<file path="src/hdl/tx_link_pkg.sv">
// constants and types shared by the serial link transmit control block
`default_nettype none
package tx_link_pkg;
  localparam int unsigned DATA_W     = 16;
  localparam int unsigned FIFO_DEPTH = 16;
  localparam int unsigned ADDR_W     = 5;
  // register indices; byte address is index times four
  localparam logic [2:0] IDX_FRAMING  = 3'h0;
  localparam logic [2:0] IDX_SYNC     = 3'h1;
  localparam logic [2:0] IDX_TEST     = 3'h2;
  localparam logic [2:0] IDX_STATUS   = 3'h4;
  localparam logic [2:0] IDX_FRAMES   = 3'h6;
  // reset values
  localparam logic [7:0] RST_FRAMING  = 8'h00;
  localparam logic [7:0] RST_SYNC     = 8'h01;
  localparam logic [7:0] RST_TEST     = 8'h00;
  localparam logic [4:0] RST_FRAMES   = 5'h08;
  // writable bits; the rest read as zero
  localparam logic [7:0] MASK_FRAMING = 8'h9F;
  localparam logic [7:0] MASK_TEST    = 8'hF8;
  // field positions
  localparam int unsigned B_CTRL_K    = 7;
  localparam int unsigned B_TRANSPORT = 4;
  localparam int unsigned B_FLIP      = 3;
  localparam int unsigned B_LANE_AL   = 2;
  localparam int unsigned B_FRAME_AL  = 1;
  localparam int unsigned B_ILA_OFF   = 0;
  localparam int unsigned B_SYNC_SW   = 7;
  localparam int unsigned B_SYNC_SEL  = 6;
  localparam int unsigned F_FILT_LO   = 3;
  localparam int unsigned F_MODE_LO   = 0;
  localparam int unsigned F_LINK_LO   = 5;
  localparam int unsigned B_RPAT_FLIP = 4;
  localparam int unsigned B_LMFC_MASK = 3;
  // framing
  localparam logic [5:0] K_DEFAULT    = 6'h05;
  localparam logic [1:0] ILA_LAST_MF  = 2'h3;
  localparam logic [7:0] CH_K28_5     = 8'hBC;
  localparam logic [7:0] CH_K28_3     = 8'h7C;
  localparam logic [7:0] CH_K28_7     = 8'hFC;
  localparam logic [7:0] CH_K28_0     = 8'h1C;
  localparam logic [7:0] CH_D21_5     = 8'hB5;
  localparam logic [0:11][7:0] RPAT   = {8'hBE, 8'hD7, 8'h23, 8'h47, 8'h6B, 8'h8F,
                                         8'hB3, 8'h14, 8'h5E, 8'hFB, 8'h35, 8'h59};
  localparam logic [3:0] RPAT_LAST    = 4'hA;
  // filter and lane codes
  localparam logic [2:0] FILT_BYPASS  = 3'h0;
  localparam logic [2:0] FILT_2X      = 3'h6;
  localparam logic [2:0] FILT_4X      = 3'h4;
  localparam logic [2:0] FILT_4X_IQ   = 3'h7;
  localparam logic [2:0] MODE_1       = 3'h1;
  localparam logic [2:0] MODE_2       = 3'h2;
  localparam logic [2:0] MODE_4       = 3'h4;
  typedef enum logic [1:0] {ST_SYNC = 2'b00, ST_ILA = 2'b01, ST_DATA = 2'b10} link_state_t;
  typedef enum logic [2:0] {
    PAT_NORMAL = 3'b000, PAT_D21_5 = 3'b001, PAT_K28_5 = 3'b010,
    PAT_ILA = 3'b011, PAT_RPAT = 3'b100
  } link_pat_t;
endpackage : tx_link_pkg
`default_nettype wire

</file>
<file path="src/hdl/serial_link_tx_control.sv">
// serial link transmit control: register bank, sample fifo and link word generator
//
// Functional notes
// - frames per multiframe is five unless control bit selects the length register.
// - transport test bit replaces samples with a test pattern.
// - flip bit reverses output word bit order; clear keeps normal order.
// - lane marker bit inserts K28.3 at multiframe end.
// - frame marker bit inserts K28.7 at frame end.
// - alignment-off bit skips the alignment sequence after sync release.
// - sync source select picks software sync bit instead of the sync pin.
// - software sync with register sourcing sends only K28.5 characters.
// - lane-mode field resets to 001; software keeps serializer setting consistent.
// - bypass filter gives eight lanes for mode 001, four for 100 or 010.
// - 2X filter gives four lanes for mode 001, two for 010.
// - complex 4X filter gives four lanes for mode 001, two for 010.
// - link pattern field picks data, D21.5, K28.5, repeated alignment or RPAT.
// - multiframe clock reset requests are ignored while the mask bit is set.
`default_nettype none

module sample_fifo #(
  parameter int unsigned WIDTH = 16,
  parameter int unsigned DEPTH = 16
) (
  input  wire logic             clk,
  input  wire logic             srst,
  input  wire logic [WIDTH-1:0] in_data,
  input  wire logic             in_valid,
  output logic                  in_ready,
  output logic [WIDTH-1:0]      out_data,
  output logic                  out_valid,
  input  wire logic             out_ready
);
  localparam int unsigned PW = $clog2(DEPTH);
  localparam logic [PW:0] FULL_CNT = (PW+1)'(DEPTH);
  typedef struct packed {
    logic [DEPTH-1:0][WIDTH-1:0] mem;
    logic [PW-1:0]               wr;
    logic [PW-1:0]               rd;
    logic [PW:0]                 cnt;
    logic                        full;
    logic                        empty;
  } fifo_t;
  fifo_t q;
  fifo_t next_q;
  logic  push;
  logic  pop;
  assign in_ready  = ~q.full;
  assign out_valid = ~q.empty;
  assign out_data  = q.mem[q.rd];
  // flags are kept registered so the ready seen upstream never glitches
  always_comb begin
    next_q = q;
    push   = in_valid & ~q.full;
    pop    = out_ready & ~q.empty;
    if (push) begin
      next_q.mem[q.wr] = in_data;
      next_q.wr        = q.wr + PW'(1);
    end
    if (pop) begin
      next_q.rd = q.rd + PW'(1);
    end
    next_q.cnt   = q.cnt + (PW+1)'(push) - (PW+1)'(pop);
    next_q.full  = (next_q.cnt == FULL_CNT);
    next_q.empty = (next_q.cnt == '0);
  end
  always_ff @(posedge clk) begin
    if (srst) begin
      q <= '{mem: '0, wr: '0, rd: '0, cnt: '0, full: 1'b0, empty: 1'b1};
    end else begin
      q <= next_q;
    end
  end
endmodule : sample_fifo

module serial_link_tx_control (
  input  wire logic                               clk,
  input  wire logic                               srst,
  input  wire logic [tx_link_pkg::ADDR_W-1:0]     address,
  input  wire logic                               read,
  input  wire logic                               write,
  input  wire logic [31:0]                        writedata,
  input  wire logic [3:0]                         byteenable,
  output logic [31:0]                             readdata,
  output logic                                    waitrequest,
  input  wire logic [tx_link_pkg::DATA_W-1:0]     sample_data,
  input  wire logic                               sample_valid,
  output logic                                    sample_ready,
  input  wire logic                               sync_n,
  input  wire logic                               lmfc_reset_req,
  output logic [tx_link_pkg::DATA_W-1:0]          lane_data,
  output logic [1:0]                              lane_k,
  output logic                                    lane_valid,
  input  wire logic                               lane_ready,
  output logic [7:0]                              lane_enable
);
  import tx_link_pkg::*;
  typedef struct packed {
    logic              waitrequest;
    logic [31:0]       rdata;
    logic [7:0]        framing;
    logic [7:0]        sync_lane;
    logic [7:0]        test_lmfc;
    logic [4:0]        frames;
    logic              sync_meta;
    logic              sync_s;
    logic              lmfc_meta;
    logic              lmfc_s;
    logic              lmfc_prev;
    link_state_t       st;
    logic [5:0]        frame;
    logic [1:0]        mf;
    logic [3:0]        rp;
    logic              out_valid;
    logic [DATA_W-1:0] out_data;
    logic [1:0]        out_k;
    logic [7:0]        lanes;
  } top_t;
  localparam top_t Q_RST = '{
    waitrequest: 1'b1, rdata: '0, framing: RST_FRAMING, sync_lane: RST_SYNC,
    test_lmfc: RST_TEST, frames: RST_FRAMES, sync_meta: 1'b1, sync_s: 1'b1,
    lmfc_meta: 1'b0, lmfc_s: 1'b0, lmfc_prev: 1'b0, st: ST_SYNC, frame: '0,
    mf: '0, rp: '0, out_valid: 1'b0, out_data: '0, out_k: '0, lanes: '0};
  top_t              q;
  top_t              next_q;
  logic [DATA_W-1:0] fifo_data;
  logic              fifo_valid;
  logic              pop;
  logic              sync_req;
  logic [5:0]        k_len;
  logic              last_frame;
  logic              lmfc_hit;
  logic              adv;
  logic [2:0]        idx;
  link_pat_t         pat;
  logic [DATA_W-1:0] fifo_rev;
  // lane count per filter and mode pair; unlisted pairs leave every lane off
  function automatic logic [7:0] lanes_for(input logic [2:0] filt, input logic [2:0] mode);
    logic [7:0] l;
    l = 8'h00;
    unique case (filt)
      FILT_BYPASS: begin
        if (mode == MODE_1) l = 8'hFF;
        else if (mode == MODE_2 || mode == MODE_4) l = 8'h0F;
      end
      FILT_2X, FILT_4X_IQ: begin
        if (mode == MODE_1) l = 8'h0F;
        else if (mode == MODE_2) l = 8'h03;
      end
      FILT_4X: begin
        if (mode == MODE_1) l = 8'h03;
        else if (mode == MODE_2) l = 8'h01;
      end
      default: l = 8'h00;
    endcase
    return l;
  endfunction : lanes_for
  sample_fifo #(.WIDTH(DATA_W), .DEPTH(FIFO_DEPTH)) u_fifo (
    .clk       (clk),
    .srst      (srst),
    .in_data   (sample_data),
    .in_valid  (sample_valid),
    .in_ready  (sample_ready),
    .out_data  (fifo_data),
    .out_valid (fifo_valid),
    .out_ready (pop)
  );
  assign waitrequest = q.waitrequest;
  assign readdata    = q.rdata;
  assign lane_data   = q.out_data;
  assign lane_k      = q.out_k;
  assign lane_valid  = q.out_valid;
  assign lane_enable = q.lanes;
  // shared decode terms
  assign idx      = address[4:2];
  assign pat      = link_pat_t'(q.test_lmfc[F_LINK_LO +: 3]);
  assign sync_req = q.sync_lane[B_SYNC_SEL] ? q.sync_lane[B_SYNC_SW] : ~q.sync_s;
  assign k_len    = q.framing[B_CTRL_K] ? ({1'b0, q.frames} + 6'h01) : K_DEFAULT;
  assign last_frame = (q.frame == k_len - 6'h01);
  assign lmfc_hit = q.lmfc_s & ~q.lmfc_prev & ~q.test_lmfc[B_LMFC_MASK];
  assign adv      = ~q.out_valid | lane_ready;

  always_comb begin
    next_q = q;
    pop    = 1'b0;
    fifo_rev = {<<{fifo_data}};  // reference order for the flip check
    // pins pass two flops before use
    next_q.sync_meta = sync_n;
    next_q.sync_s    = q.sync_meta;
    next_q.lmfc_meta = lmfc_reset_req;
    next_q.lmfc_s    = q.lmfc_meta;
    next_q.lmfc_prev = q.lmfc_s;
    next_q.lanes     = lanes_for(q.sync_lane[F_FILT_LO +: 3], q.sync_lane[F_MODE_LO +: 3]);

    // bus: one wait cycle, then the answer edge where writes land
    next_q.waitrequest = 1'b1;
    if ((read | write) & q.waitrequest) begin
      next_q.waitrequest = 1'b0;
      unique case (idx)
        IDX_FRAMING: next_q.rdata = {24'h0, q.framing};
        IDX_SYNC:    next_q.rdata = {24'h0, q.sync_lane};
        IDX_TEST:    next_q.rdata = {24'h0, q.test_lmfc};
        IDX_STATUS:  next_q.rdata = {21'h0, sync_req, q.st, q.lanes};
        IDX_FRAMES:  next_q.rdata = {27'h0, q.frames};
        default:     next_q.rdata = 32'h0;
      endcase
    end
    if (write & ~q.waitrequest & byteenable[0]) begin
      unique case (idx)
        IDX_FRAMING: next_q.framing   = writedata[7:0] & MASK_FRAMING;
        IDX_SYNC:    next_q.sync_lane = writedata[7:0];
        IDX_TEST:    next_q.test_lmfc = writedata[7:0] & MASK_TEST;
        IDX_FRAMES:  next_q.frames    = writedata[4:0];
        default:     next_q.frames    = q.frames;
      endcase
    end

    // link word generator; a stalled receiver holds the word and backs up the fifo
    if (adv) begin
      next_q.out_valid = 1'b1;
      next_q.out_k     = 2'b00;
      if (sync_req) begin
        next_q.st       = ST_SYNC;
        next_q.out_data = {CH_K28_5, CH_K28_5};
        next_q.out_k    = 2'b11;
      end else if (pat == PAT_D21_5) begin
        next_q.out_data = {CH_D21_5, CH_D21_5};
      end else if (pat == PAT_K28_5) begin
        next_q.out_data = {CH_K28_5, CH_K28_5};
        next_q.out_k    = 2'b11;
      end else if (pat == PAT_RPAT) begin
        // disparity flip inverts every octet of the pattern
        next_q.out_data = {RPAT[q.rp], RPAT[q.rp + 4'h1]}
                        ^ {16{q.test_lmfc[B_RPAT_FLIP]}};
        next_q.rp       = (q.rp == RPAT_LAST) ? 4'h0 : q.rp + 4'h2;
      end else begin
        unique case (q.st)
          ST_SYNC: begin
            next_q.out_data = {CH_K28_5, CH_K28_5};
            next_q.out_k    = 2'b11;
            next_q.frame    = '0;
            next_q.mf       = '0;
            next_q.st       = q.framing[B_ILA_OFF] ? ST_DATA : ST_ILA;
          end
          ST_ILA: begin
            next_q.out_data = {2'b00, q.mf, 6'h00, q.frame};
            if (q.frame == '0) begin
              next_q.out_data[15:8] = CH_K28_0;
              next_q.out_k[1]       = 1'b1;
            end
            next_q.frame = q.frame + 6'h01;
            if (last_frame) begin
              next_q.out_data[7:0] = CH_K28_3;
              next_q.out_k[0]      = 1'b1;
              next_q.frame         = '0;
              next_q.mf            = q.mf + 2'h1;
              if (q.mf == ILA_LAST_MF && pat != PAT_ILA) begin
                next_q.st = ST_DATA;
              end
            end
          end
          ST_DATA: begin
            if (pat == PAT_ILA) begin
              next_q.st        = ST_ILA;
              next_q.frame     = '0;
              next_q.mf        = '0;
              next_q.out_valid = 1'b0;
            end else if (fifo_valid) begin
              pop             = 1'b1;
              next_q.out_data = fifo_data;
              if (q.framing[B_TRANSPORT]) begin
                next_q.out_data = {2'b00, q.frame, 2'b11, q.frame};
              end
              if (q.framing[B_FLIP]) begin
                next_q.out_data = {<<{next_q.out_data}};
              end
              if (last_frame && q.framing[B_LANE_AL]) begin
                next_q.out_data[7:0] = CH_K28_3;
                next_q.out_k[0]      = 1'b1;
              end else if (q.framing[B_FRAME_AL]) begin
                next_q.out_data[7:0] = CH_K28_7;
                next_q.out_k[0]      = 1'b1;
              end
              next_q.frame = last_frame ? 6'h00 : q.frame + 6'h01;
            end else begin
              next_q.out_valid = 1'b0;
            end
          end
          default: next_q.st = ST_SYNC;
        endcase
      end
    end
    if (lmfc_hit) begin
      next_q.frame = '0;
    end
  end

  always_ff @(posedge clk) begin
    if (srst) begin
      q <= Q_RST;
    end else begin
      q <= next_q;
    end
  end

  a_k_default_five: assert property (@(posedge clk) disable iff (srst)
    !q.framing[B_CTRL_K] |-> k_len == 6'h05) else $error("default K is not five");
  a_k_from_reg: assert property (@(posedge clk) disable iff (srst)
    q.framing[B_CTRL_K] |-> k_len == {1'b0, q.frames} + 6'h01) else $error("K not from reg");
  a_sync_k28_5: assert property (@(posedge clk) disable iff (srst)
    (adv && q.sync_lane[B_SYNC_SEL] && q.sync_lane[B_SYNC_SW]) |=>
    (lane_data == 16'hBCBC && lane_k == 2'b11)) else $error("sync word not K28.5");
  a_ila_skipped: assert property (@(posedge clk) disable iff (srst)
    (adv && !sync_req && pat == PAT_NORMAL && q.st == ST_SYNC && q.framing[B_ILA_OFF])
    |=> q.st == ST_DATA) else $error("alignment sequence not skipped");
  a_ila_taken: assert property (@(posedge clk) disable iff (srst)
    (adv && !sync_req && pat == PAT_NORMAL && q.st == ST_SYNC && !q.framing[B_ILA_OFF])
    |=> q.st == ST_ILA) else $error("alignment sequence not started");
  a_flip_order: assert property (@(posedge clk) disable iff (srst)
    (pop && q.framing[B_FLIP] && !q.framing[B_TRANSPORT] && !q.framing[B_LANE_AL]
     && !q.framing[B_FRAME_AL]) |=> lane_data == $past(fifo_rev))
    else $error("data word not reversed");
  a_d21_pattern: assert property (@(posedge clk) disable iff (srst)
    (adv && !sync_req && pat == PAT_D21_5) |=> (lane_data == 16'hB5B5 && lane_k == 2'b00))
    else $error("D21.5 pattern wrong");
  a_lanes_bypass: assert property (@(posedge clk) disable iff (srst)
    (q.sync_lane[5:0] == 6'o01) |=> lane_enable == 8'hFF) else $error("bypass lanes wrong");
  a_lanes_real4x: assert property (@(posedge clk) disable iff (srst)
    (q.sync_lane[5:0] == 6'o42) |=> lane_enable == 8'h01) else $error("4X lanes wrong");
  a_lmfc_masked: assert property (@(posedge clk) disable iff (srst)
    (q.test_lmfc[B_LMFC_MASK] && !adv) |=> q.frame == $past(q.frame))
    else $error("masked lmfc reset taken");
  a_bus_answer: assert property (@(posedge clk) disable iff (srst)
    ((read || write) && waitrequest) |=> !waitrequest ##1 waitrequest)
    else $error("bus answer not one cycle");
endmodule : serial_link_tx_control
`default_nettype wire

</file>
<file path="config.mk">
export PLATFORM = sky130hd
export DESIGN_NAME = serial_link_tx_control
export DESIGN_NICKNAME = d
export VERILOG_FILES = /design/src/hdl/tx_link_pkg.sv /design/src/hdl/serial_link_tx_control.sv
export SDC_FILE = /design/constraint.sdc
export NUM_CORES = 1
export LEC_CHECK = 0
export BUFFER_PORTS_ARGS = -buffer_cell sky130_fd_sc_hd__buf_4
export CAP_MARGIN = 20
export CORE_ASPECT_RATIO = 0.6
export CORE_MARGIN = 1
export CORE_UTILIZATION = 55
export DETAILED_ROUTE_END_ITERATION = 8
export GPL_TIMING_DRIVEN = 0
export PLACE_DENSITY = 0.79
export SETUP_SLACK_MARGIN = 0.3
export SLEW_MARGIN = 20
export SYNTH_ARGS = -nofsm -noshare
export SYNTH_HDL_FRONTEND = slang
export SYNTH_SLANG_ARGS = --single-unit
</file>
<file path="constraint.sdc">
create_clock -name clk -period 4.5 [get_ports clk]
set_input_delay 1.35 -clock clk [delete_from_list [all_inputs] [get_ports clk]]
set_output_delay 1.35 -clock clk [all_outputs]
set_load 0.02 [all_outputs]
</file>
Word level (Yosys, flattened, before mapping)
Memory sizes are Yosys's and may differ from the RTL's.
Cells that the tools add are included.

word-level totals
  bits in read-only memories = 256
  memories = 2
  register bits after elaboration = 374

operators by class
  add/sub/neg operators = 10
  $lt $le $gt $ge = 5
  muxes and demuxes = 70
  reduce and logical (&&, ||, !) cells = 22
  bitwise gates (word level) = 23
  equal/unequal tests = 32

memories
  name             words  bits a word  read ports  clocked after memory_dff  write ports  RTL line                       source
  (no name shown)  16     8            1           0                         0            serial_link_tx_control.sv:232  next_q.out_data = {RPAT[q.rp], RPAT[q.rp + 4'h1]}
  (no name shown)  16     8            1           0                         0            serial_link_tx_control.sv:232

operator list
  kind                   count
  $bwmux W256            1
  $mux W16               8
  $bmux W16 S4           1
  $demux W16 S4          1
  $mux W8                7
  $pmux W11 S5           1
  $pmux W16 S3           1
  $pmux W8 S3            2
  $mux W18               2
  $mux W33               1
  $mux W15               2
  $mux W6                5
  $eq A3 B3 Y1 const B   7
  $mux W10               2
  $mux W1                19
  $mux W2                9
  $mux W4                4
  $xor A16 B16 Y16       1
  $reduce_and A7 Y1      2
  $add A4 B1 Y4 const B  3
  $eq A3 B2 Y1 const B   4
  $ne A3 B3 Y1 const B   4
  $ne A6 B6 Y1 const B   2
  $not A1 Y1             11
  38 further kinds       62

Logic depth before layout (Yosys ltp)
Gate-level depths: netlist of the first run.

  depth in word-level cells = 13
  depth in mapped cells = 16

Cells and area by module
A second synthesis of the first run with hierarchy kept.

second synthesis, totals
  cells, all modules = 2066
  area total of the unflattened synthesis = 16943.8 µm²

by module, submodules not included
  module                  cells each  instances  seq. area each (µm²)  area each (µm²)
  sample_fifo             1385        1          5425.2                11567.3
  serial_link_tx_control  681         1          1541.5                5376.4

Worst setup path before layout of the first run
OpenSTA, ideal clock, no wires.

  path kind = input port to flip-flop
  start = input port lane_ready
  end = register u_fifo.q[0] in the netlist's numbering
  required time = 4.388 ns
  slack = 0.326 ns
  arrival time = 4.062 ns
  stages on the path = 16
  cell sequence = nand2b_1 -> o21ai_1 -> or3_1 -> nor3_1 -> ha_1 -> inv_1 -> ha_1 -> inv_1 -> fa_1 -> inv_1 -> a21o_1 -> a21oi_1 -> xnor2_1 -> nand2_1 -> inv_1 -> nor2_1

on the way
  longest elaborated chain between the ends = 5

ends and longest elaborated chain
  element                 RTL line                       source
  start: declaration      serial_link_tx_control.sv:93   input wire logic lane_ready,
  $or A1 B1 Y1            serial_link_tx_control.sv:180  assign adv = ~q.out_valid | lane_ready;
  $mux W1                 serial_link_tx_control.sv:218  if (adv) begin
  $and A1 B1 Y1           serial_link_tx_control.sv:54   pop = out_ready & ~q.empty;
  net u_fifo.pop          serial_link_tx_control.sv:46   logic pop;
  $sub A5 B1 Y5           serial_link_tx_control.sv:62   next_q.cnt = q.cnt + (PW+1)'(push) - (PW+1)'(pop);
  $logic_not A5 Y1        serial_link_tx_control.sv:64   next_q.empty = (next_q.cnt == '0);
  end signal: assignment  serial_link_tx_control.sv:68   q <= '{mem: '0, wr: '0, rd: '0, cnt: '0, full: 1'b0, empty: 1'b1};
  end signal: assignment  serial_link_tx_control.sv:70   q <= next_q;
  end: declaration        serial_link_tx_control.sv:43   fifo_t q;

The timed path passes the listed nets, and every way through them passes these cells.
A chain may end at the register's enable or synchronous reset.

Worst setup path after layout of the first run
Same ends and word-level chain as after synthesis.

==> results of run 1 <==
-- cell families (layout without fill, tap and decap cells) --
logic type	count (synthesis)	count (layout)	share of synthesized area, %
compound gates	430	430	14.6
xor+xnor	35	35	1.84
fa+ha+maj	24	24	1.84
buf+inv	251	367	7.12
flops	348	348	41.7
mux	127	127	12.7
other cells	1	21	0.0225
simple gates	815	815	20.2
-- per-stage QoR --
| stage | util (%) | instances |
|---|---|---|
| final | 64.5 | 2567 |
| after global routing | 64.5 | 2567 |
| after CTS | 64.4 | 2566 |
| after detailed placement | 60.5 | 2508 |
| after global placement | 60.4 | 2508 |
| after floorplan | - | 2051 |
-- power by group through the flow --
stage               Clock (mW)  Sequential, mW  Combinational [mW]
global placement             0            3.37                1.06
finish                    3.04            3.32                1.15
global route              3.15            3.32                1.22
floorplan                    0            3.32               0.732
CTS                       3.03            3.30                1.09
detailed placement           0            3.37                1.08
-- repair_timing --
| item | 4_1_cts | 5_1_grt |
|---|---|---|
| pin swaps | 1 | 0 |
| hold buffers | 0 | 0 |
| setup buffers | 1 | 0 |
| resized for setup | 1 | 1 |
| cloned | 0 | 0 |
| endpoints found under the setup margin | 3 | 2 |
-- sequential cells by signal, indices dropped and copies added, names as in the netlist --
register / flops
u_fifo.q: 271
lane_k: 2
lane_enable: 4
readdata: 11
lane_valid: 1
q: 36
waitrequest: 1
next_q: 3
lane_data: 16
pat: 3
-- cell type report --
cell class              instances  area, um^2  area share (%)
plain buffers                 213        1050            5.54
clock buffers                  41         917            4.85
clock inverters                16         226            1.20
inverters                      38         143           0.755
multi-input cells            1452        8650            45.8
flip-flops and latches        348        6970            36.9
well taps                     400         500            2.65
repair buffers                 59         440            2.33
-- worst min path at each step --
stage                       endpoint  slack, ns  cells past startpoint                  start
floorplan           q[44]$_SDFF_PP1_       0.39                      1  next_q[44]$_SDFF_PP1_
global placement    q[44]$_SDFF_PP1_       0.40                      1  next_q[44]$_SDFF_PP1_
detailed placement  q[44]$_SDFF_PP1_       0.39                      1  next_q[44]$_SDFF_PP1_
CTS                 q[44]$_SDFF_PP1_       0.41                      1  next_q[44]$_SDFF_PP1_
global route        q[44]$_SDFF_PP1_       0.42                      1  next_q[44]$_SDFF_PP1_
finish              q[44]$_SDFF_PP1_       0.41                      1  next_q[44]$_SDFF_PP1_
-- cell usage after synthesis (5+ instances only) --
| library cell | n |
|---|---|
| sky130_fd_sc_hd__or3_1 | 7 |
| sky130_fd_sc_hd__a21o_1 | 5 |
| sky130_fd_sc_hd__nor2b_1 | 16 |
| sky130_fd_sc_hd__o211ai_1 | 5 |
| sky130_fd_sc_hd__clkbuf_1 | 128 |
| sky130_fd_sc_hd__xor2_1 | 11 |
| sky130_fd_sc_hd__mux4_2 | 67 |
| sky130_fd_sc_hd__xnor2_1 | 24 |
| sky130_fd_sc_hd__nand3_1 | 28 |
| sky130_fd_sc_hd__o21a_1 | 5 |
| sky130_fd_sc_hd__inv_1 | 36 |
| sky130_fd_sc_hd__nand2b_1 | 12 |
| sky130_fd_sc_hd__o221ai_1 | 5 |
| sky130_fd_sc_hd__o21ai_1 | 7 |
| sky130_fd_sc_hd__buf_4 | 62 |
| sky130_fd_sc_hd__mux2i_1 | 57 |
| sky130_fd_sc_hd__and3_1 | 6 |
| sky130_fd_sc_hd__nor3b_1 | 5 |
| sky130_fd_sc_hd__a221oi_1 | 6 |
| sky130_fd_sc_hd__buf_2 | 11 |
| sky130_fd_sc_hd__dfxtp_1 | 348 |
| sky130_fd_sc_hd__nor2_1 | 122 |
| sky130_fd_sc_hd__or2_2 | 5 |
| sky130_fd_sc_hd__nand2_1 | 563 |
| sky130_fd_sc_hd__o21ai_0 | 31 |
| sky130_fd_sc_hd__nor3_1 | 17 |
| sky130_fd_sc_hd__o22ai_1 | 19 |
| sky130_fd_sc_hd__a211oi_1 | 5 |
| sky130_fd_sc_hd__buf_1 | 12 |
| sky130_fd_sc_hd__and2_1 | 5 |
| sky130_fd_sc_hd__a22oi_1 | 16 |
| sky130_fd_sc_hd__a31oi_1 | 8 |
| sky130_fd_sc_hd__ha_1 | 23 |
| sky130_fd_sc_hd__nand4_1 | 9 |
| sky130_fd_sc_hd__a21oi_1 | 291 |
-- cells in the final DEF, fill, tap and decap left out, types with 31 or more instances in the layout --
master	synthesis	routed
sky130_fd_sc_hd__a21oi_1	291	291
sky130_fd_sc_hd__mux2i_1	57	57
sky130_fd_sc_hd__inv_1	36	36
sky130_fd_sc_hd__clkbuf_16	0	34
sky130_fd_sc_hd__dfxtp_1	348	348
sky130_fd_sc_hd__nand2_1	563	563
sky130_fd_sc_hd__mux4_2	67	67
sky130_fd_sc_hd__nor2_1	122	122
sky130_fd_sc_hd__buf_4	62	120
sky130_fd_sc_hd__o21ai_0	31	31
sky130_fd_sc_hd__clkbuf_1	128	131
-- layer usage --
metal	GRT usage, %	up-vias	routed length [um]
li1	-	7058	-
met1	59.6	7749	26400
met2	51.3	1230	23500
met3	22.2	128	12400
met4	9.88	0	1440
met5	0	-	0
==> reports/summary.txt, run 1 <==
Share of the yosys chip area belonging to registers = 41.7%
Pin count of the biggest net entering global routing = 16
H-tree depth = 2
Number of distinct library cells after synthesis = 71
Min Hold Slack = 0.409 ns
Number of sinks on the clock net = 348
Fillcell total = 2602
Endpoint kind of the worst setup timing path = flop
CP startpoint kind = input pin
Total power consumption of the routed design = 7.50 mW
CTS clk-pin slew, worst paths = 0.07 ns
Net switching fraction of the power = 28.7%
Portion of total power attributed to combinational logic = 15.3%
Worst setup margin = 0.486 ns
Reg2reg start = u_fifo.q[8]$_SDFFE_PP0P_
Via count normalized by instance count = 6.30
Sequential Power Share = 44.2%
Number of violations of the max-capacitance limit = 0
Buffers plus inverters on the worst setup path = 3
Leakage = 6.80 nW
Crit path required time = 4.97 ns
Pwr Density = 397 nW/um^2
Int Power = 5.35 mW
Die width = 227 um
Vias in the first global route = 14600
Final setup skew = 0.0223 ns
Outcome = finished, final reports clean
Pins over their slew limit = 0
Synth top area share = 41.7%
Chain of cells forming the critical path = buf_4 > nand2b_1 > o21ai_1 > or3_1 > nor3_4 > ha_1 > inv_1 > ha_1 > inv_1 > fa_1 > xnor2_1 > nor4b_2 > nor2_1 > nor2_1
Routability cong. = 1.03
Die Height = 137 um
Synthesized instance count = 2031
Fmax = 0.249 GHz
Maximum fanout count along the critical path = 8
CP top delay family = simple AND/OR/NAND/NOR gates
Area growth from synthesis to final layout = 13.2%
Net switching power figure = 2.15 mW
Final number of hold-violating endpoints = 0
Buffer depth of the longest clock path = 3
Core area = 29300 um^2
Unrepaired setup endpoints after global routing = false
Initial standard-cell utilization of the core = 57.0%
Total die area = 31100 um^2
Drt pass-1 iters = 7
Overall via count from detail_route = 16200
Clock tree from TritonCTS = yes
DR DRC count = 0
Aggregate global-route resource usage = 41.0%
Largest vdd supply drop = 0.349 mV
Fin area = 18900 um^2
Antenna violations before repair = 0
Placed standard-cell area = 17700 um^2
Root Driver = sky130_fd_sc_hd__clkbuf_16
Overall routed net length = 63.7 mm
Post-synth EDFFs = 0
Avg Cell Area, Syn = 8.22 um^2
Fraction of layout cells with a size suffix above 1 = 12.6%
Setup crit start = lane_ready
Seq cells post-synth = 348
Max-slew headroom at the worst pin = 26.0%
Portion of total power attributed to the clock network = 40.5%
Sum of negative setup slack = 0 ns
Aggregate global routing overflow = 0
Worst Max-Slew Pin Slew = 1.11 ns
FF-to-FF setup slack = 0.59 ns
Number of top-level design ports = 126
Arrival time at the worst endpoint = 4.49 ns
Count of input and output buffers = 57
Share of flip-flops with an asynchronous set or reset after synthesis = 0%
Iter 0 DRT Violations = 2394
Pre-CTS setup slack = -0.508 ns
Crit-path max cell delay = 0.51 ns
Fraction of the cycle the final worst path needs = 89.2%
Cell taking the most area after synthesis = sky130_fd_sc_hd__dfxtp_1
Count of antenna-violating nets left after detailed routing = 0
Global-route wire length before repair = 91.8 mm
Slowest cell on the critical path = sky130_fd_sc_hd__or3_1
Final #Nets = 2235
Reg2reg end = lane_data[0]$_SDFFE_PP0P_
Synth area leaders = sky130_fd_sc_hd__dfxtp_1, sky130_fd_sc_hd__nand2_1, sky130_fd_sc_hd__mux4_2
TritonCTS Buffers = 34
Total standard cell area after synthesis = 16700 um^2
Placed wire-length estimate = 46.9 mm
Worst skew pair latency = 0.55 ns
Final worst path period need = 4.01 ns
Capture point of the critical path = u_fifo.q[0]$_SDFF_PP1_
Count of synthesis-stage warnings from yosys = 0
Average wire length per cell after detail routing = 24.8 um
Kind of critical path = in2reg
Classification of the worst-slack hold path = reg2reg
Final number of setup-violating endpoints = 0
Cells on worst reg2reg path = 8
Ys flop type = sky130_fd_sc_hd__dfxtp_1
Stages on the worst setup path = 14
Count of antenna diodes in the layout = 0
Site row count = 48
No activity file was read; power rests on OpenSTA's default activity.
==> run 2: changes to the inputs <==
--- a/config.mk
+++ b/config.mk
@@ -5,7 +5,7 @@
 export SDC_FILE = /design/constraint.sdc
 export NUM_CORES = 1
 export LEC_CHECK = 0
-export BUFFER_PORTS_ARGS = -buffer_cell sky130_fd_sc_hd__buf_4
+export BUFFER_PORTS_ARGS = -buffer_cell sky130_fd_sc_hd__buf_2
 export CAP_MARGIN = 20
 export CORE_ASPECT_RATIO = 0.6
 export CORE_MARGIN = 1
==> run 2 against run 1 <==
Effect of this change: critical path depth rose by 1; critical path type unchanged; utilization fell by 0.68 points; global-route usage fell by 0.98 points; flip-flop and latch count did not move; count of clock-buffer cells in the layout rose by 6; die area did not move; power fell by 3.0%; sequential share of layout area rose by 0.39 points; via count fell by 0.71%; final cell count rose by 0.12%.
==> reports/summary.txt, run 2 (synthesized netlist as in run 1, its figures left out) <==
Outcome = finished, final reports clean
Die Height = 137 um (unchanged)
Chain of cells forming the critical path = buf_2 > nand2b_2 > o21ai_1 > or3_1 > nor3_4 > buf_12 > ha_1 > inv_1 > ha_1 > inv_1 > fa_1 > xnor2_1 > nor4b_1 > nor2_1 > nor2_1
FF-to-FF setup slack = 0.61 ns (+0.02 ns)
Overall via count from detail_route = 16100 (-0.71%)
Reg2reg start = u_fifo.q[8]$_SDFFE_PP0P_
Cells on worst reg2reg path = 7 (-1)
Final setup skew = 0.0175 ns (-0.00483 ns)
Worst setup margin = 0.595 ns (+0.109 ns)
Aggregate global-route resource usage = 40.0% (-0.98 points)
Drt pass-1 iters = 6 (-1)
Core area = 29300 um^2 (unchanged)
Slowest cell on the critical path = sky130_fd_sc_hd__or3_1
H-tree depth = 2 (unchanged)
Worst Max-Slew Pin Slew = 1.27 ns (+0.165 ns)
Clock tree from TritonCTS = yes
Crit path required time = 4.97 ns (about the same)
Number of violations of the max-capacitance limit = 0 (unchanged)
Arrival time at the worst endpoint = 4.38 ns (-0.11 ns)
Placed wire-length estimate = 46.0 mm (-1.9%)
Setup crit start = lane_ready
Capture point of the critical path = u_fifo.q[0]$_SDFF_PP1_
Unrepaired setup endpoints after global routing = false
CP startpoint kind = input pin
CP top delay family = simple AND/OR/NAND/NOR gates
Site row count = 48 (unchanged)
Area growth from synthesis to final layout = 12.0%
Max-slew headroom at the worst pin = 15.3% (-11 points)
Count of placed standard cells including taps = 2508 (unchanged)
Stages on the worst setup path = 15 (+1)
Reg2reg end = lane_data[0]$_SDFFE_PP0P_
Root Driver = sky130_fd_sc_hd__clkbuf_16
Largest vdd supply drop = 0.295 mV (-16%)
Final number of setup-violating endpoints = 0 (unchanged)
Via count normalized by instance count = 6.25 (-0.82%)
Number of sinks on the clock net = 348 (unchanged)
Global-route wire length before repair = 89.9 mm (-2.1%)
Iter 0 DRT Violations = 2769 (+16%)
Core utilization of the finished layout = 63.8% (-0.68 points)
Average wire length per cell after detail routing = 24.1 um (-2.7%)
Final #Nets = 2235 (unchanged)
Count of hold-fix buffers inserted at cts = 0 (unchanged)
Leakage = 6.72 nW (-1.1%)
Sum of negative setup slack = 0 ns (unchanged)
Most common cell after layout, fill and taps aside = sky130_fd_sc_hd__nand2_1
Routability cong. = 1.04 (+1.1%)
Commonest cells after routing, fill and taps aside = sky130_fd_sc_hd__nand2_1, sky130_fd_sc_hd__dfxtp_1, sky130_fd_sc_hd__a21oi_1
Fraction of the cycle the final worst path needs = 86.8% (-2.4 points)
Pre-CTS setup slack = -0.426 ns (+0.0820 ns)
Pwr Density = 389 nW/um^2 (-2.0%)
Antenna violations before repair = 2 (+2)
Fmax = 0.256 GHz (+2.8%)
Vias in the first global route = 14200 (-2.6%)
Number of flip-flops under the largest register name = 271 (unchanged)
Number of top-level design ports = 126 (unchanged)
Pin count of the biggest net entering global routing = 18 (+2)
Top reg by flops = u_fifo.q
TritonCTS Buffers = 34 (unchanged)
Fraction of layout cells with a size suffix above 1 = 12.5% (-0.063 points)
DR DRC count = 0 (unchanged)
Kind of critical path = in2reg
Final worst path period need = 3.90 ns (-0.109 ns)
Count of antenna-violating nets left after detailed routing = 0 (unchanged)
Count of input and output buffers = 57 (unchanged)
Final number of hold-violating endpoints = 0 (unchanged)
Number of standard cells in the final layout excluding fillers = 2570 (+0.12%)
Die width = 227 um (unchanged)
Buffer depth of the longest clock path = 3 (unchanged)
Count of antenna diodes in the layout = 0 (unchanged)
Maximum fanout count along the critical path = 8 (unchanged)
CTS clk-pin slew, worst paths = 0.07 ns (about the same)
Buffers plus inverters on the worst setup path = 4 (+1)
Min Hold Slack = 0.444 ns (+0.0350 ns)
Aggregate global routing overflow = 0 (unchanged)
Overall routed net length = 62.0 mm (-2.6%)
Pins over their slew limit = 0 (unchanged)
Worst skew pair latency = 0.55 ns (about the same)
Crit-path max cell delay = 0.49 ns (-0.02 ns)
Total die area = 31100 um^2 (unchanged)
Endpoint kind of the worst setup timing path = flop
Classification of the worst-slack hold path = reg2reg
Initial standard-cell utilization of the core = 57.0% (unchanged)
[run 2: cell count changes in the layout (fill, tap and decap cells not counted), moves of 3 or more]
| cell | previous run | this run |
|---|---|---|
| sky130_fd_sc_hd__inv_6 | 0 | 3 |
| sky130_fd_sc_hd__buf_2 | 12 | 68 |
| sky130_fd_sc_hd__bufinv_16 | 5 | 0 |
| sky130_fd_sc_hd__clkinvlp_4 | 1 | 4 |
| sky130_fd_sc_hd__clkbuf_1 | 131 | 135 |
| sky130_fd_sc_hd__buf_4 | 120 | 63 |
[run 2: worst min-delay path by stage]
stage                                from                to  cells after the start
floorplan           next_q[44]$_SDFF_PP1_  q[44]$_SDFF_PP1_                      1
global placement    next_q[44]$_SDFF_PP1_  q[44]$_SDFF_PP1_                      1
detailed placement  next_q[44]$_SDFF_PP1_  q[44]$_SDFF_PP1_                      1
CTS                 next_q[44]$_SDFF_PP1_  q[44]$_SDFF_PP1_                      1
global route        next_q[44]$_SDFF_PP1_  q[44]$_SDFF_PP1_                      1
finish              next_q[44]$_SDFF_PP1_  q[44]$_SDFF_PP1_                      1
[run 2: repair_timing]
action | CTS | global route
gates resized for setup | 1 | 1
setup endpoints to repair | 3 | 3
endpoints found under the hold margin | 0 | 0
pin swaps | 0 | 1
setup buffers | 0 | 2
[run 2: final cells by class]
| cell class | instances | area, um^2 |
|---|---|---|
| fill | 2596 | 10600 |
| multi-input combinational | 1452 | 8660 |
| sequential | 348 | 6970 |
| buffer | 213 | 1050 |
| clock buffer | 47 | 971 |
| tap | 400 | 500 |
| timing repair buffer | 59 | 313 |
| inverter | 38 | 143 |
| clock inverter | 13 | 101 |
[run 2: metal layers]
metal | track usage [%] | wire length [um]
met5 | 0 | 126
met1 | 59.5 | 26000
met3 | 21.1 | 11800
met2 | 48.7 | 22600
met4 | 10.1 | 1470
[run 2: report_power, final]
part           switching (mW)  total [mW]  internal, mW
registers               0.110        3.31          3.20
logic                   0.733        1.11         0.375
clock network            1.32        2.85          1.54
[run 2: through the flow]
step	total power [mW]	area (um^2)
after floorplan	4.05	16800
after global placement	4.40	17600
after detailed placement	4.43	17600
after CTS	7.21	18700
after global routing	7.47	18700
final	7.27	18700
